**src/pkg/modctl_pkg.sv**
```systemverilog
package modctl_pkg;
	// Register byte offsets (each register one aligned word)
	localparam logic [3:0] MODE_CTRL_OFS = 4'h0;
	localparam logic [3:0] HARDWARE_CONTROL_REGISTER_OFS = 4'h4;
	localparam logic [3:0] WAKE_STAT_OFS = 4'h8;
	localparam logic [3:0] REG_STATE_OFS = 4'hC;
	// Field positions in hardware_control_register
	localparam int AUTO_UP_EN_BIT = 0;
	localparam int LAG_SEL_BIT = 1;
	localparam int PIN_MOD_EN_BIT = 2;
	localparam int BOOST_EN_BIT = 3;
	// Field position in wake_status_register_one
	localparam int AUTO_UP_FLAG_BIT = 0;
	// Reset values
	localparam logic [31:0] HARDWARE_CONTROL_REGISTER_RST = 32'h0000_0001;
	localparam logic [2:0] MODE_RST = 3'h0;
	// Timing
	localparam int CLK_HZ = 100_000_000;
	localparam int LAG_LONG_US = 1000;
	localparam int LAG_SHORT_US = 100;
	localparam int LAG_LONG_CYC = LAG_LONG_US * (CLK_HZ / 1_000_000);
	localparam int LAG_SHORT_CYC = LAG_SHORT_US * (CLK_HZ / 1_000_000);
	localparam int BUCK_FREQ_KHZ = 450;
	localparam int BUCK_DIV_CYC = CLK_HZ / (BUCK_FREQ_KHZ * 1000);
	localparam int CNT_W = 20;
	// Operating modes as written in the mode control register
	typedef enum logic [2:0] {
		OP_NORMAL = 3'h0,
		OP_STOP = 3'h1,
		OP_SLEEP = 3'h2,
		OP_FAILSAFE = 3'h3,
		OP_RESTART = 3'h4
	} op_mode_t;
endpackage

```
**src/pkg/modctl_if.sv**
```systemverilog
// Carries the lag timer request and its expiry between top and timer
interface modctl_if;
	logic start;
	logic long_sel;
	logic busy;
	logic done;
	modport master (output start, output long_sel, input busy, input done);
	modport timer (input start, input long_sel, output busy, output done);
endinterface

```
**src/rtl/buck_boost_modulation_control.sv**
```systemverilog
// Functional notes
// Boost peak overcurrent lowers boost duty cycle.
// Normal mode: buck runs fixed-frequency PWM at 450 kHz.
// Entering Stop switches buck to PFM; PFM is Stop default.
// Boost running in Stop stays PWM only.
// Stop, auto upshift on: overcurrent gives PWM, interrupt event, status flag.
// Software writes Stop command again to return to PFM after upshift.
// Auto upshift blocked after Stop entry: 1 ms if lag bit 1, else 100 us.
// Lag applies on every PWM to PFM change.
// Auto upshift enable 0: no load-driven PFM to PWM change.
// Pin mode bit 1: wake pin low PFM, high PWM in Stop.
// Pin mode acts on the raw wake level, no filter.
// Pin mode bit 0: wake pin ignored, Stop uses PFM.
// Stop to Normal command switches buck to PWM.
// Boost running at Stop to Normal keeps running unchanged.
// Sleep and Fail-Safe: buck and boost both off.
// Wake in Sleep/Fail-Safe enters Restart, then Normal after reset release.
// Restart ramps buck and re-enables boost per Normal settings on low supply.
// Reset output held until buck output exceeds reset threshold.
// Boost enabled: on below supply threshold, off above threshold plus hysteresis.
// Auto upshift flag stays set until software clears it.
module buck_boost_modulation_control (
	input wire logic core_clk_i,
	input wire logic rst_n_i,
	// Avalon-MM slave
	input wire logic [3:0] avs_address_i,
	input wire logic avs_read_i,
	input wire logic avs_write_i,
	input wire logic [31:0] avs_writedata_i,
	input wire logic [3:0] avs_byteenable_i,
	output logic [31:0] avs_readdata_o,
	output logic avs_waitrequest_o,
	output logic [1:0] avs_response_o,
	// Analog comparator and event inputs
	input wire logic wake_pin_i,
	input wire logic bus_wake_i,
	input wire logic load_over_thr_i,
	input wire logic supply_below_thr_i,
	input wire logic supply_above_hys_i,
	input wire logic boost_peak_oc_i,
	input wire logic buck_above_rst_thr_i,
	// Regulator controls
	output logic buck_en_o,
	output logic buck_pwm_o,
	output logic buck_tick_o,
	output logic boost_on_o,
	output logic boost_duty_down_o,
	output logic int_event_o,
	output logic reset_output_pin_n_o
);
	import modctl_pkg::*;

	typedef enum logic [1:0] {MOD_OFF, MOD_PWM, MOD_PFM_LAG, MOD_PFM} mod_t;

	op_mode_t mode_r, mode_nxt;
	mod_t mod_r, mod_nxt;
	logic [31:0] hardware_control_register_r, hardware_control_register_nxt;
	logic flag_r, flag_nxt;
	logic auto_up_r, auto_up_nxt;
	logic boost_r, boost_nxt;
	logic duty_dn_r, duty_dn_nxt;
	logic int_r, int_nxt;
	logic rst_out_n_r, rst_out_n_nxt;
	logic pwm_r, pwm_nxt;
	logic en_r, en_nxt;
	logic [31:0] rdata_r, rdata_nxt;
	logic ack_r, ack_nxt;
	logic wait_r;
	logic [1:0] resp_r, resp_nxt;
	logic tick;
	logic wr_stop, wr_mode, clr_flag, up_event, mapped;

	modctl_if lag_bus ();

	lag_timer u_lag (
		.core_clk_i(core_clk_i),
		.rst_n_i(rst_n_i),
		.tmr(lag_bus)
	);

	pwm_tick u_tick (
		.core_clk_i(core_clk_i),
		.rst_n_i(rst_n_i),
		.run_i(pwm_r),
		.tick_o(tick)
	);

	// Bus decode; one wait cycle, answer on the cycle after the request
	always_comb begin
		mapped = (avs_address_i == MODE_CTRL_OFS) || (avs_address_i == HARDWARE_CONTROL_REGISTER_OFS) ||
			(avs_address_i == WAKE_STAT_OFS) || (avs_address_i == REG_STATE_OFS);
		wr_mode = avs_write_i && !ack_r && avs_address_i == MODE_CTRL_OFS && avs_byteenable_i[0];
		wr_stop = wr_mode && avs_writedata_i[2:0] == OP_STOP;
		clr_flag = avs_write_i && !ack_r && avs_address_i == WAKE_STAT_OFS &&
			avs_byteenable_i[0] && avs_writedata_i[AUTO_UP_FLAG_BIT];
		ack_nxt = (avs_read_i || avs_write_i) && !ack_r;
		resp_nxt = mapped ? 2'h0 : 2'h2;
		rdata_nxt = 32'h0000_0000;
		if (avs_read_i && !ack_r) begin
			unique case (avs_address_i)
				MODE_CTRL_OFS: rdata_nxt = {29'h0, mode_r};
				HARDWARE_CONTROL_REGISTER_OFS: rdata_nxt = hardware_control_register_r;
				WAKE_STAT_OFS: rdata_nxt = {31'h0, flag_r};
				REG_STATE_OFS: rdata_nxt = {26'h0, rst_out_n_r, duty_dn_r, boost_r,
					auto_up_r, pwm_r, en_r};
				default: rdata_nxt = 32'h0000_0000;
			endcase
		end
	end

	// Hardware control register with byte enable on the low byte
	always_comb begin
		hardware_control_register_nxt = hardware_control_register_r;
		if (avs_write_i && !ack_r && avs_address_i == HARDWARE_CONTROL_REGISTER_OFS && avs_byteenable_i[0]) begin
			hardware_control_register_nxt = {28'h0, avs_writedata_i[3:0]};
		end
	end

	// Operating mode sequencing
	always_comb begin
		mode_nxt = mode_r;
		unique case (mode_r)
			OP_SLEEP, OP_FAILSAFE: begin
				if (wake_pin_i || bus_wake_i) mode_nxt = OP_RESTART;
			end
			OP_RESTART: begin
				if (rst_out_n_r) mode_nxt = OP_NORMAL;
			end
			default: begin
				if (wr_mode && avs_writedata_i[2:0] <= 3'h3) begin
					mode_nxt = op_mode_t'(avs_writedata_i[2:0]);
				end
			end
		endcase
	end

	// Buck modulation; lag restarts on every change into PFM
	always_comb begin
		mod_nxt = mod_r;
		lag_bus.start = 1'b0;
		lag_bus.long_sel = hardware_control_register_r[LAG_SEL_BIT];
		up_event = 1'b0;
		auto_up_nxt = auto_up_r;
		if (mode_nxt == OP_SLEEP || mode_nxt == OP_FAILSAFE) begin
			mod_nxt = MOD_OFF;
			auto_up_nxt = 1'b0;
		end else if (mode_nxt != OP_STOP) begin
			mod_nxt = MOD_PWM;
			auto_up_nxt = 1'b0;
		end else if (wr_stop || mode_r != OP_STOP) begin
			// Fresh Stop command returns to PFM and clears upshift lock
			mod_nxt = MOD_PFM_LAG;
			lag_bus.start = 1'b1;
			auto_up_nxt = 1'b0;
		end else if (hardware_control_register_r[PIN_MOD_EN_BIT]) begin
			// Raw pin level, deliberately unfiltered
			if (wake_pin_i && mod_r != MOD_PWM) begin
				mod_nxt = MOD_PWM;
			end else if (!wake_pin_i && mod_r == MOD_PWM && !auto_up_r) begin
				mod_nxt = MOD_PFM_LAG;
				lag_bus.start = 1'b1;
			end
		end else if (mod_r == MOD_PWM && !auto_up_r) begin
			mod_nxt = MOD_PFM_LAG;
			lag_bus.start = 1'b1;
		end
		if (mod_nxt != MOD_OFF && mod_r == MOD_PFM_LAG && lag_bus.done) mod_nxt = MOD_PFM;
		// Upshift only after lag and only when enabled
		if (mode_r == OP_STOP && !lag_bus.start && mod_r == MOD_PFM &&
			mod_nxt == MOD_PFM && hardware_control_register_r[AUTO_UP_EN_BIT] && load_over_thr_i) begin
			mod_nxt = MOD_PWM;
			up_event = 1'b1;
			auto_up_nxt = 1'b1;
		end
		pwm_nxt = (mod_nxt == MOD_PWM);
		en_nxt = (mod_nxt != MOD_OFF);
		int_nxt = up_event;
		// Set wins over a same-cycle software clear
		flag_nxt = up_event ? 1'b1 : (clr_flag ? 1'b0 : flag_r);
	end

	// Boost hysteresis control; PWM only, so no modulation choice here
	always_comb begin
		boost_nxt = boost_r;
		if (mode_nxt == OP_SLEEP || mode_nxt == OP_FAILSAFE ||
			!hardware_control_register_r[BOOST_EN_BIT]) begin
			boost_nxt = 1'b0;
		end else if (supply_below_thr_i) begin
			boost_nxt = 1'b1;
		end else if (supply_above_hys_i) begin
			boost_nxt = 1'b0;
		end
		// Mode changes other than into Sleep or Fail-Safe never touch a running boost, see
		duty_dn_nxt = boost_nxt && boost_peak_oc_i;
		// Reset output follows buck voltage only while buck runs
		rst_out_n_nxt = en_nxt && buck_above_rst_thr_i;
	end

	always_ff @(posedge core_clk_i or negedge rst_n_i) begin
		if (!rst_n_i) begin
			mode_r <= OP_RESTART;
			mod_r <= MOD_PWM;
			hardware_control_register_r <= HARDWARE_CONTROL_REGISTER_RST;
			flag_r <= 1'b0;
			auto_up_r <= 1'b0;
			boost_r <= 1'b0;
			duty_dn_r <= 1'b0;
			int_r <= 1'b0;
			rst_out_n_r <= 1'b0;
			pwm_r <= 1'b1;
			en_r <= 1'b1;
			rdata_r <= 32'h0000_0000;
			ack_r <= 1'b0;
			resp_r <= 2'h0;
		end else begin
			mode_r <= mode_nxt;
			mod_r <= mod_nxt;
			hardware_control_register_r <= hardware_control_register_nxt;
			flag_r <= flag_nxt;
			auto_up_r <= auto_up_nxt;
			boost_r <= boost_nxt;
			duty_dn_r <= duty_dn_nxt;
			int_r <= int_nxt;
			rst_out_n_r <= rst_out_n_nxt;
			pwm_r <= pwm_nxt;
			en_r <= en_nxt;
			rdata_r <= rdata_nxt;
			ack_r <= ack_nxt;
			resp_r <= resp_nxt;
		end
	end

	// Waitrequest kept in its own flop so the pin never sees an inverter
	always_ff @(posedge core_clk_i or negedge rst_n_i) begin
		if (!rst_n_i) wait_r <= 1'b1;
		else wait_r <= !ack_nxt;
	end

	// Tick register keeps every output flop-driven
	logic tick_r;
	always_ff @(posedge core_clk_i or negedge rst_n_i) begin
		if (!rst_n_i) tick_r <= 1'b0;
		else tick_r <= tick;
	end

	assign buck_en_o = en_r;
	assign buck_pwm_o = pwm_r;
	assign buck_tick_o = tick_r;
	assign boost_on_o = boost_r;
	assign boost_duty_down_o = duty_dn_r;
	assign int_event_o = int_r;
	assign reset_output_pin_n_o = rst_out_n_r;
	assign avs_readdata_o = rdata_r;
	assign avs_waitrequest_o = wait_r;
	assign avs_response_o = resp_r;
endmodule

```
**src/rtl/lag_timer.sv**
```systemverilog
module lag_timer (
	input wire logic core_clk_i,
	input wire logic rst_n_i,
	modctl_if.timer tmr
);
	import modctl_pkg::*;
	logic [CNT_W-1:0] cnt_r, cnt_nxt;
	logic done_r, done_nxt;

	// Restart on every request so a repeated PWM-to-PFM change gets the full lag
	always_comb begin
		cnt_nxt = cnt_r;
		done_nxt = 1'b0;
		if (tmr.start) begin
			cnt_nxt = tmr.long_sel ? CNT_W'(LAG_LONG_CYC) : CNT_W'(LAG_SHORT_CYC);
		end else if (cnt_r != '0) begin
			cnt_nxt = cnt_r - CNT_W'(1);
			done_nxt = (cnt_r == CNT_W'(1));
		end
	end

	always_ff @(posedge core_clk_i or negedge rst_n_i) begin
		if (!rst_n_i) begin
			cnt_r <= '0;
			done_r <= 1'b0;
		end else begin
			cnt_r <= cnt_nxt;
			done_r <= done_nxt;
		end
	end

	assign tmr.busy = (cnt_r != '0);
	assign tmr.done = done_r;
endmodule

```
**src/rtl/pwm_tick.sv**
```systemverilog
module pwm_tick (
	input wire logic core_clk_i,
	input wire logic rst_n_i,
	input wire logic run_i,
	output logic tick_o
);
	import modctl_pkg::*;
	logic [7:0] div_r, div_nxt;
	logic tick_r, tick_nxt;

	// Fixed-rate switching enable; held in reset while not running
	always_comb begin
		div_nxt = div_r;
		tick_nxt = 1'b0;
		if (!run_i) begin
			div_nxt = '0;
		end else if (div_r == 8'(BUCK_DIV_CYC - 1)) begin
			div_nxt = '0;
			tick_nxt = 1'b1;
		end else begin
			div_nxt = div_r + 8'h01;
		end
	end

	always_ff @(posedge core_clk_i or negedge rst_n_i) begin
		if (!rst_n_i) begin
			div_r <= '0;
			tick_r <= 1'b0;
		end else begin
			div_r <= div_nxt;
			tick_r <= tick_nxt;
		end
	end

	assign tick_o = tick_r;
endmodule

```
**config.mk**
```make
export PLATFORM = sky130hd
export DESIGN_NAME = buck_boost_modulation_control
export DESIGN_NICKNAME = d
export VERILOG_FILES = /design/src/pkg/modctl_pkg.sv /design/src/pkg/modctl_if.sv /design/src/rtl/buck_boost_modulation_control.sv /design/src/rtl/lag_timer.sv /design/src/rtl/pwm_tick.sv
export SDC_FILE = /design/constraint.sdc
export NUM_CORES = 1
export LEC_CHECK = 0
export BUFFER_PORTS_ARGS = -buffer_cell sky130_fd_sc_hd__buf_2
export CAP_MARGIN = 30
export CORE_ASPECT_RATIO = 0.9
export CORE_MARGIN = 2
export CORE_UTILIZATION = 44
export CTS_CLUSTER_SIZE = 14
export DETAILED_ROUTE_END_ITERATION = 6
export PLACE_DENSITY = 0.7
export SLEW_MARGIN = 40
export SYNTH_ARGS = -nofsm -noshare
export SYNTH_HDL_FRONTEND = slang
export SYNTH_SLANG_ARGS = --single-unit
```
**constraint.sdc**
```tcl
create_clock -name core_clk_i -period 8.2 [get_ports core_clk_i]
set_clock_uncertainty 0.2 [all_clocks]
set_input_delay 0.41 -clock core_clk_i [delete_from_list [all_inputs] [get_ports core_clk_i]]
set_output_delay 0.41 -clock core_clk_i [all_outputs]
set_load 0.05 [all_outputs]
```
==> parameters.txt <==
Parameter                              Value

Routing
  # DRC    0
  DR iter-0 viols    154
  Vias    2191
  Wire length reported by the detailed router    5790 um
  First-pass detailed-route iteration total    4
  Number of nets with antenna violations after routing    0
  Ratio of routed vias to standard cells    between 5 and 6
  Average routed wire per standard cell    13.4 um

Place
  Cell area after placement    around 3200 um2
  Number of port buffers    34
  Number of instances in the placed design    around 420
  Total half-perimeter wirelength after legalization and detailed placement    roughly 4200 um
  Routability cong.    0.863

Floorplanning
  Initial Utilization    a little under half
  Die ar.    7530 um2
  Area of the core region    approximately 6600 um2
  Die boundary width    91.2 um
  Row count    28
  Io pins    93
  Height of the die    approximately 83 um

Clock network
  Clock tree from TritonCTS    built
  Total of cells resized after clock tree synthesis    0
  CTS Sinks    57
  CTS clk-pin slew, worst paths    about 0.070 ns
  Htree depth    3
  Max clock buf depth    2
  TritonCTS buffer count    9
  Hold buffer count at cts    0
  Clock Root Buffer    sky130_fd_sc_hd__clkbuf_8
  Clock insertion delay at the later pin of the skew report    roughly 0.34 ns
  Post CTS Setup Buffer Count    0

STA
  Slew Limit Fails    0
  Worst slew margin    approximately 53%
  Worst-margin pin slew    about 0.7 ns
  Hold Fails Final Rpt    3
  Fmax    around 0.34 GHz
  Tmin final    about 2.9 ns
  Fraction of the cycle the final worst path needs    between 30% and 40%
  Setup repair after global routing missed its margin    no
  Fin Hold WS    -0.00968 ns
  Fin Setup TNS    0 ns
  Number of failing setup endpoints in the final timing report    0

Finish
  Layout fillers    about 610
  Post-route insts no fill    approximately 430
  Combined area of the multi-input logic cells    1420 um2
  Antenna diode instance count    0
  Post-route core utilization    51.4%
  Relative area change from synthesis to final layout    12.3%
  Cell area after layout    ~3400 um2
  Layout cells sized above 1    roughly a fifth
  Most frequent cells in the layout    sky130_fd_sc_hd__dfrtp_1 (51), sky130_fd_sc_hd__nor2_1 (35), sky130_fd_sc_hd__buf_2 (34)
  Most common cell after layout, fill and taps aside    sky130_fd_sc_hd__dfrtp_1
  Nets    roughly 390
  Sequential cell area    roughly 1400 um2

Power
  Leakage    around 0.0015 uW
  PD cells    about 280 nW/um2
  Worst voltage drop across the vdd grid    0.139 mV

Global routing
  Global Route met2 Usage    a little over a quarter
  M3 GR Usage    a little under 5%
  GR Overflow Total    0
  Antenna violations before repair    0
  Layer with the highest usage    met2
  Met1 usage    a little over a fifth
  Number of global-route vias before repair    about 2000
  Global routing usage summed across all routing layers    about 16%
  Wire length of the first global-routing pass    between 9000 and 10000 um
  Maximum number of pins on one net before global-route repair    58

Logic synthesis
  Warnings, synthesis    0
  Cell count after synthesis    about 300
  Number of unique standard cell types used by synthesis    57
  Average footprint of a synthesized cell    10.1 um2
  Sequential-to-total area share from yosys stat    47.6%
  Fraction of registers with async set/reset    100%
  Area of the mapped netlist    approximately 3000 um2
  Count of flip-flops with a built-in enable after synthesis    0
  Number of synthesized register bits    57
  Flip-flop cell with the highest count after synthesis    sky130_fd_sc_hd__dfrtp_1

Critical path
  Worst path top cell family by delay    simple AND/OR/NAND/NOR gates
  Slowest library cell on the worst path    sky130_fd_sc_hd__dfstp_2
  Path type of the worst setup path    reg2reg
  Critical Path Fanout Max    14
  Required time at the worst-slack endpoint    8.19 ns
  Critical-path cell list    or3b_1, and3_4, a211o_4, a311o_4, nor2_2, nor4b_1
  Kind of launch point of the worst setup path    register
  Worst Setup End Kind    register
  Arr. time, crit path    just under 3 ns
  Crit-path max cell delay    just under 0.6 ns
  Worst path bufs/invs    0

Status
  Violations in the final reports    hold timing
  Result of the run    finished with violations

Job
  Max-cap violations    0

Min path
  Worst min path class    in2async
-- state kept, by name (all words and copies together) (netlist names), 2 cells and up --
name	flops
avs_readdata_o	6
u_tick.div_r	8
u_lag.cnt_r	20
mode_r	3
hardware_control_register_r	4
mod_r	2
-- area by class of cell --
cell class              count  area share (%)
multi-input cells         228            41.9
repair buffers             35            5.25
clock inverters             4            1.48
inverters                   7           0.776
flip-flops and latches     57            42.4
well taps                  90            3.33
clock buffers              12            4.88
-- worst register-to-register path, delay by kind of cell (launching register included) --
family | cells | cell delay [ns]
DFF | 1 | 0.58
AOI/OAI and AO/OA | 2 | 0.79
and+or+nand+nor | 4 | 1.24
-- cell families after synthesis --
kind of cell | share of synthesized area, %
other | 0.124
xor gates and xnor gates | 6.69
and+or+nand+nor | 22.5
AOI/OAI and AO/OA | 8.68
buffers and inverters | 8.55
DFF | 47.6
adders and majority gates | 1.66
muxes | 4.24
-- final timing paths --
check	from	to	slack (ns)	cells past startpoint
max in group asynchronous	rst_n_i	u_lag.cnt_r[6]	7.33	2
worst min register to register	u_tick.tick_o	buck_tick_o	0.15	0
worst max register to register	mode_r[2]	u_lag.tmr.done	5.25	6
worst max-delay path	mode_r[2]	u_lag.tmr.done	5.25	6
worst min-delay path	rst_n_i	buck_tick_o	-0.01	2
min in group core_clk_i	avs_address_i[0]	avs_response_o[1]	0.09	2
-- per-layer routing --
layer	routed length [um]	up-vias
li1	-	1067
met3	320	6
met2	2610	71
met4	55	0
met1	2810	1047
met5	0	-
-- cell usage after synthesis, types with 2 or more instances --
| cell type | instances | area share [%] |
|---|---|---|
| sky130_fd_sc_hd__o21ai_0 | 9 | 1.5 |
| sky130_fd_sc_hd__nor4b_1 | 2 | 0.58 |
| sky130_fd_sc_hd__clkbuf_1 | 2 | 0.25 |
| sky130_fd_sc_hd__nor3b_1 | 3 | 0.75 |
| sky130_fd_sc_hd__nor4_1 | 5 | 1.0 |
| sky130_fd_sc_hd__xor2_1 | 10 | 2.9 |
| sky130_fd_sc_hd__o2bb2ai_1 | 2 | 0.58 |
| sky130_fd_sc_hd__o22ai_1 | 3 | 0.62 |
| sky130_fd_sc_hd__nand3b_1 | 5 | 1.2 |
| sky130_fd_sc_hd__mux2i_1 | 6 | 2.0 |
| sky130_fd_sc_hd__a22o_1 | 2 | 0.58 |
| sky130_fd_sc_hd__nand4_1 | 4 | 0.83 |
| sky130_fd_sc_hd__a31oi_1 | 3 | 0.62 |
| sky130_fd_sc_hd__buf_2 | 2 | 0.33 |
| sky130_fd_sc_hd__nor3_1 | 14 | 2.3 |
| sky130_fd_sc_hd__and3_1 | 4 | 0.83 |
| sky130_fd_sc_hd__nor2b_1 | 5 | 1.0 |
| sky130_fd_sc_hd__and2_1 | 3 | 0.62 |
| sky130_fd_sc_hd__nor2_1 | 35 | 4.4 |
| sky130_fd_sc_hd__ha_1 | 4 | 1.7 |
| sky130_fd_sc_hd__or2_1 | 2 | 0.42 |
| sky130_fd_sc_hd__a21oi_1 | 5 | 0.83 |
| sky130_fd_sc_hd__nand2_1 | 15 | 1.9 |
| sky130_fd_sc_hd__xnor2_1 | 13 | 3.8 |
| sky130_fd_sc_hd__nand2b_1 | 3 | 0.62 |
| sky130_fd_sc_hd__dfstp_2 | 6 | 5.2 |
| sky130_fd_sc_hd__or2_2 | 3 | 0.62 |
| sky130_fd_sc_hd__buf_4 | 27 | 6.7 |
| sky130_fd_sc_hd__nand3_1 | 13 | 2.2 |
| sky130_fd_sc_hd__inv_1 | 7 | 0.87 |
| sky130_fd_sc_hd__dfrtp_1 | 51 | 42 |
| sky130_fd_sc_hd__or4_1 | 2 | 0.50 |
| sky130_fd_sc_hd__mux2_2 | 4 | 1.5 |
-- power breakdown --
| group | switching [uW] | leakage [uW] | internal [uW] | total [uW] |
|---|---|---|---|---|
| Sequential | 67.8 | 0.000717 | 350 | 418 |
| Combinational | 140 | 0.000699 | 95.8 | 236 |
| Clock | 114 | 0.000105 | 164 | 279 |
-- stage by stage --
stage	setup slack [ns]	total power (uW)	hold slack [ns]
finish	5.25	933	-0.00968
global route	5.14	994	0.0538
CTS	5.27	938	0.0228
detailed placement	5.24	658	0.143
global placement	5.26	649	0.134
floorplan	5.55	613	-0.0856
Power figures use the tool's default switching activity.
